<file path="src/pkg/dac_regs_pkg.sv">
// Shared constants and carrier types of the analog output register bank
package dac_regs_pkg;
  localparam int NUM_CH = 16;
  localparam int ADDR_W = 9;
  // Register offsets (byte addresses) and calibration store size in words
  localparam logic [8:0] RELAY_CTRL_OFS = 9'h01C;
  localparam logic [8:0] CARD_CTRL_OFS = 9'h01E;
  localparam logic [8:0] IMM_VALUE_OFS = 9'h040;
  localparam logic [8:0] TRIG_VALUE_OFS = 9'h060;
  localparam logic [8:0] OFFSET_TRIM_OFS = 9'h080;
  localparam logic [8:0] GAIN_TRIM_OFS = 9'h0A0;
  localparam logic [8:0] NV_BASE_OFS = 9'h100;
  localparam logic [8:0] WINDOW_LO_OFS = 9'h020;
  localparam logic [8:0] WINDOW_HI_OFS = 9'h03E;
  localparam int NV_WORDS = 128;
  // Group selector: byte address bits [8:5] give a 32-byte group
  localparam logic [3:0] GRP_IMM = 4'h2;
  localparam logic [3:0] GRP_TRIG = 4'h3;
  localparam logic [3:0] GRP_OFFSET = 4'h4;
  localparam logic [3:0] GRP_GAIN = 4'h5;
  // Card control field positions
  localparam int PAGE_LSB = 0;
  localparam int PAGE_W = 4;
  localparam int PROG_EN_BIT = 4;
  // Reset values and the eight-channel upper-bit readback mask
  localparam logic [15:0] RELAY_RESET = 16'hFFFF;
  localparam logic [PAGE_W-1:0] PAGE_RESET = 4'h0;
  localparam logic PROG_EN_RESET = 1'b0;
  localparam logic [15:0] MAIN_RESET = 16'h0000;
  localparam logic [11:0] TRIM_RESET = 12'h800;
  localparam logic [15:0] NV_RESET = 16'h0000;
  localparam logic [15:0] UPPER_CH_ONES = 16'hFF00;
  // Relay settle time
  localparam int RELAY_SETTLE_MS = 5;
  localparam int CLK_FREQ_KHZ = 250000;
  localparam int RELAY_SETTLE_CYCLES = RELAY_SETTLE_MS * CLK_FREQ_KHZ;
  localparam int SETTLE_CNT_W = 21;

  // One register access from the backplane controller
  typedef struct packed {
    logic wr;
    logic rd;
    logic wide;
    logic [ADDR_W-1:0] addr;
    logic [15:0] wdata;
  } reg_req_t;

  // Converter codes driven to the analog side
  typedef struct packed {
    logic [NUM_CH-1:0][15:0] main_code;
    logic [NUM_CH-1:0][11:0] offset_code;
    logic [NUM_CH-1:0][11:0] gain_code;
  } dac_codes_t;
endpackage : dac_regs_pkg

</file>
<file path="src/rtl/dac_module_register_bank.sv">
// Register bank of the 16-channel analog output module
`timescale 1ns/1ps

// Contract
// - Relay bit 1 opens, 0 closes
// - Relay write completes now; relays settle later
// - Relay read returns programmed state
// - Eight-channel build reads ones in upper bits
// - Nonvolatile changes only with program-enable set
// - Nonvolatile memory spans offsets 100 to 1FE
// - Program voltage also needs calibrate jumper; nv_program_voltage_enable follows program-enable alone
// - Page select maps group into 20-3E
// - Page values map to listed register groups
// - Each page step moves window 32 bytes
// - Pages 8-F expose flash calibration memory
// - Immediate values at 40-5E drive output now
// - Main codes are 16-bit two's complement
// - Triggered values at 60-7E wait for trigger
// - All pending values update together
// - Offset trims at 80-9E, 12-bit, immediate
// - Triggered write sets trigger pending
// - Immediate write clears trigger pending
module dac_module_register_bank #(
  parameter int RELAY_SETTLE = dac_regs_pkg::RELAY_SETTLE_CYCLES // Relay settle cycles
) (
  input wire logic ref_clk, // 250 MHz clock
  input wire logic rst, // Synchronous reset, active high
  input wire dac_regs_pkg::reg_req_t req, // Register access request
  output logic [15:0] rd_data, // Read data, registered
  output logic rd_valid, // Read data valid pulse
  input wire logic trigger_event, // Trigger pulse from trigger logic
  input wire logic eight_channel_pin, // Build strap, high for eight channels
  input wire logic cal_jumper_pin, // Board jumper, high in calibrate position
  output logic [15:0] channel_output_switch, // Relay drive, 1 opens
  output logic relay_busy, // Relays still moving
  output logic [15:0] trigger_pending, // Per-channel trigger pending
  output logic nv_program_voltage_enable, // Programming voltage switch
  output dac_regs_pkg::dac_codes_t dac_codes // Converter codes
);
  import dac_regs_pkg::*;

  // Synchronised straps
  logic [1:0] eight_sync_reg;
  logic [1:0] cal_sync_reg;

  // Programmed register state
  logic [15:0] relay_reg;
  logic [PAGE_W-1:0] page_reg;
  logic prog_en_reg;
  logic [NUM_CH-1:0][15:0] main_reg;
  logic [NUM_CH-1:0][15:0] hold_reg;
  logic [NUM_CH-1:0][11:0] offset_reg;
  logic [NUM_CH-1:0][11:0] gain_reg;
  logic [15:0] pending_reg;
  logic [15:0] pending_next;
  logic [SETTLE_CNT_W-1:0] settle_reg;

  // Calibration store, 128 words from offset 100
  logic [15:0] nv_mem [NV_WORDS];

  // Address path
  logic [ADDR_W-1:0] eff_addr;
  logic addr_ok;
  logic [3:0] grp;
  logic [3:0] ch;
  logic nv_hit;
  logic nv_write_ok;
  logic narrow_too_high;
  logic narrow_in_window;
  logic relay_sel;
  logic card_sel;

  // Write strobes per register group
  logic relay_wr;
  logic card_wr;
  logic imm_wr;
  logic trig_wr;
  logic offset_wr;
  logic gain_wr;
  logic nv_wr;

  // Per-channel strobes and trigger copy mask
  logic [NUM_CH-1:0] imm_wr_ch;
  logic [NUM_CH-1:0] trig_wr_ch;
  logic [NUM_CH-1:0] offset_wr_ch;
  logic [NUM_CH-1:0] gain_wr_ch;
  logic [NUM_CH-1:0] copy_ch;

  // Read path
  logic [15:0] rd_next;
  logic [15:0] relay_rd_value;
  logic [15:0] card_rd_value;

  // Build strap comes from a pin, so two flops before use
  always_ff @(posedge ref_clk) begin
    if (rst) begin
      eight_sync_reg <= 2'b00;
    end else begin
      eight_sync_reg <= {eight_sync_reg[0], eight_channel_pin};
    end
  end

  // Calibrate jumper, synchronised the same way
  always_ff @(posedge ref_clk) begin
    if (rst) begin
      cal_sync_reg <= 2'b00;
    end else begin
      cal_sync_reg <= {cal_sync_reg[0], cal_jumper_pin};
    end
  end

  // Narrow space ends at 3F; anything above it is ignored
  assign narrow_too_high = !req.wide && (req.addr > WINDOW_HI_OFS + 9'h001);
  assign narrow_in_window = !req.wide && !narrow_too_high && (req.addr >= WINDOW_LO_OFS);
  assign addr_ok = !narrow_too_high;

  // Narrow accesses to 20-3E land in the paged group
  always_comb begin
    eff_addr = req.addr;
    if (narrow_in_window) begin
      eff_addr = {page_reg, req.addr[4:0]};
    end
  end

  // Group and channel fields of the resolved address
  assign grp = eff_addr[8:5];
  assign ch = eff_addr[4:1];

  // Calibration store hit and write permission
  assign nv_hit = addr_ok && (eff_addr >= NV_BASE_OFS);
  assign nv_write_ok = prog_en_reg && cal_sync_reg[1];

  // Selects shared by the write and read paths
  assign relay_sel = addr_ok && (eff_addr[8:1] == RELAY_CTRL_OFS[8:1]);
  assign card_sel = addr_ok && (eff_addr[8:1] == CARD_CTRL_OFS[8:1]);

  // Write strobes; every write finishes in the cycle it is taken
  assign relay_wr = req.wr && relay_sel;
  assign card_wr = req.wr && card_sel;
  assign imm_wr = req.wr && addr_ok && (grp == GRP_IMM);
  assign trig_wr = req.wr && addr_ok && (grp == GRP_TRIG);
  assign offset_wr = req.wr && addr_ok && (grp == GRP_OFFSET);
  assign gain_wr = req.wr && addr_ok && (grp == GRP_GAIN);
  assign nv_wr = req.wr && nv_hit && nv_write_ok;

  // One channel at most matches per access, so a plain decode
  always_comb begin
    imm_wr_ch = '0;
    trig_wr_ch = '0;
    offset_wr_ch = '0;
    gain_wr_ch = '0;
    imm_wr_ch[ch] = imm_wr;
    trig_wr_ch[ch] = trig_wr;
    offset_wr_ch[ch] = offset_wr;
    gain_wr_ch[ch] = gain_wr;
  end

  // Channels copied at a trigger: only those waiting for it
  assign copy_ch = trigger_event ? pending_reg : '0;

  // Relay programming; write is taken at once, relays move later
  always_ff @(posedge ref_clk) begin
    if (rst) begin
      relay_reg <= RELAY_RESET;
    end else if (relay_wr) begin
      relay_reg <= req.wdata;
    end
  end

  // Mechanical settle time, shown as a busy level only
  always_ff @(posedge ref_clk) begin
    if (rst) begin
      settle_reg <= '0;
    end else if (relay_wr) begin
      settle_reg <= SETTLE_CNT_W'(RELAY_SETTLE);
    end else if (settle_reg != '0) begin
      settle_reg <= settle_reg - SETTLE_CNT_W'(1);
    end
  end

  // Card control page select
  always_ff @(posedge ref_clk) begin
    if (rst) begin
      page_reg <= PAGE_RESET;
    end else if (card_wr) begin
      page_reg <= req.wdata[PAGE_LSB +: PAGE_W];
    end
  end

  // Program enable; starts off so no stray write reaches the store
  always_ff @(posedge ref_clk) begin
    if (rst) begin
      prog_en_reg <= PROG_EN_RESET;
    end else if (card_wr) begin
      prog_en_reg <= req.wdata[PROG_EN_BIT];
    end
  end

  // Main codes: immediate write wins over a trigger copy on its channel
  always_ff @(posedge ref_clk) begin
    if (rst) begin
      main_reg <= {NUM_CH{MAIN_RESET}};
    end else begin
      for (int i = 0; i < NUM_CH; i++) begin
        if (imm_wr_ch[i]) begin
          main_reg[i] <= req.wdata;
        end else if (copy_ch[i]) begin
          main_reg[i] <= hold_reg[i];
        end
      end
    end
  end

  // Holding registers keep a triggered value until the trigger
  always_ff @(posedge ref_clk) begin
    if (rst) begin
      hold_reg <= {NUM_CH{MAIN_RESET}};
    end else begin
      for (int i = 0; i < NUM_CH; i++) begin
        if (trig_wr_ch[i]) begin
          hold_reg[i] <= req.wdata;
        end
      end
    end
  end

  // Pending flags; a new triggered write beats the trigger's clear
  always_comb begin
    pending_next = pending_reg;
    if (trigger_event) begin
      pending_next = '0;
    end
    if (imm_wr) begin
      pending_next[ch] = 1'b0;
    end
    if (trig_wr) begin
      pending_next[ch] = 1'b1;
    end
  end

  // Pending flag register
  always_ff @(posedge ref_clk) begin
    if (rst) begin
      pending_reg <= '0;
    end else begin
      pending_reg <= pending_next;
    end
  end

  // Offset trims, applied as soon as written; upper nibble ignored
  always_ff @(posedge ref_clk) begin
    if (rst) begin
      offset_reg <= {NUM_CH{TRIM_RESET}};
    end else begin
      for (int i = 0; i < NUM_CH; i++) begin
        if (offset_wr_ch[i]) begin
          offset_reg[i] <= req.wdata[11:0];
        end
      end
    end
  end

  // Gain trims, same handling as the offsets
  always_ff @(posedge ref_clk) begin
    if (rst) begin
      gain_reg <= {NUM_CH{TRIM_RESET}};
    end else begin
      for (int i = 0; i < NUM_CH; i++) begin
        if (gain_wr_ch[i]) begin
          gain_reg[i] <= req.wdata[11:0];
        end
      end
    end
  end

  // Calibration store; contents survive reset, as flash would
  always_ff @(posedge ref_clk) begin
    if (nv_wr && !rst) begin
      nv_mem[eff_addr[7:1]] <= req.wdata;
    end
  end

  // Relay readback; an eight-channel build has no upper relays
  always_comb begin
    relay_rd_value = relay_reg;
    if (eight_sync_reg[1]) begin
      relay_rd_value = relay_reg | UPPER_CH_ONES;
    end
  end

  // Card control readback; unused bits read zero
  always_comb begin
    card_rd_value = 16'h0000;
    card_rd_value[PAGE_LSB +: PAGE_W] = page_reg;
    card_rd_value[PROG_EN_BIT] = prog_en_reg;
  end

  // Read mux; converter registers are write-only and read zero
  always_comb begin
    rd_next = 16'h0000;
    if (relay_sel) begin
      rd_next = relay_rd_value;
    end else if (card_sel) begin
      rd_next = card_rd_value;
    end else if (nv_hit) begin
      rd_next = nv_mem[eff_addr[7:1]];
    end
  end

  // Read valid: one-cycle pulse after the strobe
  always_ff @(posedge ref_clk) begin
    if (rst) begin
      rd_valid <= 1'b0;
    end else begin
      rd_valid <= req.rd;
    end
  end

  // Read data holds until the next read
  always_ff @(posedge ref_clk) begin
    if (rst) begin
      rd_data <= 16'h0000;
    end else if (req.rd) begin
      rd_data <= rd_next;
    end
  end

  // Relay and status outputs straight from their registers
  assign channel_output_switch = relay_reg;
  assign relay_busy = (settle_reg != '0);
  assign trigger_pending = pending_reg;
  assign nv_program_voltage_enable = prog_en_reg;

  // Converter codes leave straight from their registers
  assign dac_codes = '{
    main_code: main_reg,
    offset_code: offset_reg,
    gain_code: gain_reg
  };
endmodule : dac_module_register_bank

</file>
<file path="config.mk">
export PLATFORM = sky130hd
export DESIGN_NAME = dac_module_register_bank
export DESIGN_NICKNAME = d
export VERILOG_FILES = /design/src/pkg/dac_regs_pkg.sv /design/src/rtl/dac_module_register_bank.sv
export SDC_FILE = /design/constraint.sdc
export NUM_CORES = 2
export LEC_CHECK = 0
export ABC_AREA = 1
export BUFFER_PORTS_ARGS = -buffer_cell sky130_fd_sc_hd__buf_4
export CORE_MARGIN = 8
export CORE_UTILIZATION = 57
export DETAILED_ROUTE_END_ITERATION = 6
export HOLD_SLACK_MARGIN = 0.02
export PLACE_DENSITY_LB_ADDON = 0.1
export REMOVE_ABC_BUFFERS = 1
export SLEW_MARGIN = 15
export SYNTH_ARGS = -nofsm -noshare
export SYNTH_HDL_FRONTEND = slang
export SYNTH_SLANG_ARGS = --single-unit
</file>
<file path="constraint.sdc">
create_clock -name ref_clk -period 3.92 [get_ports ref_clk]
set_clock_uncertainty 0.2 [all_clocks]
set_input_delay 0.588 -clock ref_clk [delete_from_list [all_inputs] [get_ports ref_clk]]
set_output_delay 0.588 -clock ref_clk [all_outputs]
set_load 0.05 [all_outputs]
</file>
==> out/metrics.cfg <==
[routing]
drt_wl_total_mm = 374
route.detailed.drc = 2
drtPass1Iterations = 7
via_count = 85400
drtAntennaViolNets = 0
wl_per_cell_um = 26.1
drtIter0Drc = 11300
vias_per_cell = 5.96

[placement]
gp_congestion = 0.897
dp_hpwl_mm = 231
io_buffers = 722
placed_area_um2 = 126000

[pwr]
combPwrFrac_pct = 6.3
leakagePower_nw = 51.5
seqPwrFrac_pct = 51.1
clock_power_share_pct = 42.5
peakVddDrop_mv = 0.558
switchingPower_mw = 15.3
power.density_nw_per_um2 = 493
internal_power_mw = 51.6
power_switching_share_pct = 22.9
fin_total_pwr_mw = 66.9

[worst_setup_path]
cp_slowest_stage_delay_ps = 840
worstPathMaxFanout = 16
rrSetupSlack_ps = 570
crit_top_cell = nor2_1
cp-start-kind = flip-flop
required_ps = 4320
path_cells = a21oi_2 -> inv_2 -> nor2_1 -> nand2_1 -> nor2_1 -> buf_4
crit_type = flip-flop to flip-flop
crit_slowest_cell = nor2_1
cp_data_arrival_time_ps = 3750
end_kind = flip-flop

[status]
violations = design-rule violations
status = finished, violations left

[clocking]
cts_resized = 0
clkTransAtPathRegs_ps = 60
post-cts-setup-buffers = 0
cts_sinks = 3023
clock_path_buffers = 4
cts.htree.levels = 5
cts-root-buf = clkbuf_16
clock_latency_ps = 950
tritoncts = built
cts_buffers = 320

[layout]
fill_cells = 15000
regArea_um2 = 81000
drive_above_1_share_pct = 15.0
largest_reg_flops = 2048
fin_area_um2 = 136000
syn_to_final_growth_pct = 17.7
final_util_pct = 67.3
multi_input_area_um2 = 28900
nets = 11500

[die]
io-pin-count = 724
die_y_um = 466
initial_core_util_pct = 57.2
fp-row-count = 165
die_w_um = 466
coreArea_um2 = 202000
die_area_um2 = 217000

[synth]
ys_async_sr_fraction_pct = 0
synth_common_cells = edfxtp_1 (2048), nand2_1 (1771), o21ai_0 (1447), nor2_1 (1144), dfxtp_1 (975)
synth_seq_cells = 3023
syn_area_um2 = 115000
ys_seq_area_share_pct = 70.2
ys.flop_type = edfxtp_1
yosysTopAreaCellShare_pct = 53.3
yosysWarnings = 0
yosys.area.top_type = edfxtp_1
synthCells = 10600
syn_avg_cell_area_um2 = 10.9
synth_edf_count = 2048
netlist_top_cells_area = edfxtp_1 (53%), dfxtp_1 (17%), o21ai_0 (6.3%)
synth.most_common_cell = edfxtp_1
synth_cell_types = 43

[timing]
max_slew_margin_pct = 24.0
finalHoldViolCount = 0
max_freq_mhz = 299
rsz0062_at_grt = no
final_max_slew_viol_count = 0
fin_crit_sh_pct = 85.4
fin_crit_ps = 3350
worst_slew_pin_slew_ps = 1140
setup_viol_count_final = 0

[grt]
grt_pass1_vias = 79500
antenna_found_initial = 20
overflow = 0
grt_pass1_wl_mm = 536
grt_usage_pct = 33.0
grt_max_degree = 149

[job]
maxCapViolCount = 0

[worst_hold_path]
hp-class = input port to flip-flop

-- placed cells by master (no fill, tap or decap), types with 6 or more instances in the layout --
master,count
o21ai_0,1447
dlygate4sd3_1,19
buf_6,15
clkbuf_8,22
a21oi_1,938
o211ai_1,64
clkinvlp_4,6
inv_1,620
dfxtp_1,975
nor2_1,1136
buf_12,81
nand2_1,1771
or2_2,7
nor2_2,41
clkinv_1,44
edfxtp_1,2048
a22oi_1,64
inv_2,26
buf_4,1111
diode_2,10
nand3_1,26
o21ai_1,30
nor3_1,7
clkbuf_1,71
nand4_1,12
o22a_1,60
o21bai_1,30
nor2_4,8
bufinv_16,12
clkinv_2,63
o22ai_1,520
clkbuf_16,326
-- layout make-up --
type	count	area share [%]
sequential	3023	59.7
multi-input combinational	6193	21.3
timing repair buffer	1227	7.61
clock buffer	419	6.43
tap	2672	2.46
inverter	657	1.84
clock inverter	126	0.679
antenna	10	0.0184
-- cell families after synthesis --
| group | after synthesis | synth area share [%] |
|---|---|---|
| compound gates | 3162 | 14.8 |
| fa+ha+maj | 2 | 0.0217 |
| buf+inv | 1401 | 4.78 |
| xor+xnor | 4 | 0.0304 |
| simple gates | 3025 | 10.1 |
| flops | 3023 | 70.2 |
-- power groups by stage --
stage | Combinational [mW] | Sequential [mW] | Clock, mW
6_report | 4.25 | 34.2 | 28.5
5_1_grt | 4.51 | 34.2 | 29.9
4_1_cts | 4.17 | 34.2 | 28.7
3_5_place_dp | 4.13 | 34.9 | 0
3_3_place_gp | 4.07 | 34.9 | 0
2_1_floorplan | 1.98 | 34.9 | 0
-- per-stage QoR --
step / instances / TNS, ps / hold WS, ps / setup slack (ps)
5_1_grt: 14300 / 0 / 72.7 / 543
2_1_floorplan: 9873 / -9925950 / 188 / -9080
3_5_place_dp: 13800 / 0 / 198 / 34.6
4_1_cts: 14300 / 0 / 37.0 / 631
6_report: 14300 / 0 / 83.8 / 574
3_3_place_gp: 13800 / 0 / 197 / 129
-- worst paths after layout --
path | end | cells after the start | start
setup reg to reg | nv_mem[11][3] | 6 | page_reg[2]
setup / recovery | nv_mem[11][3] | 6 | page_reg[2]
hold reg to reg | eight_sync_reg[1] | 2 | eight_sync_reg[0]
hold / removal | nv_mem[75][9] | 2 | req[9]
-- critical path, delay by kind of cell (launching register included) --
family                 cells  cell delay (ps)
DFF                        1              340
AOI/OAI and AO/OA          1              490
and+or+nand+nor            3             1530
buffers and inverters      2              440
-- what timing repair did --
item                       CTS  global route
setup endpoints to repair    0             0
hold endpoints to repair   289             0
hold buffers                19             0
-- per-layer routing --
metal  track usage [%]  vias to the layer above  share of wire, %
li1                  -                    38600                 -
met4              15.7                        4               5.3
met1              45.0                    41500                39
met5                 0                        -            0.0056
met3              7.38                      767                11
met2              50.6                     4569                45
No activity file was read; power rests on OpenSTA's default activity.
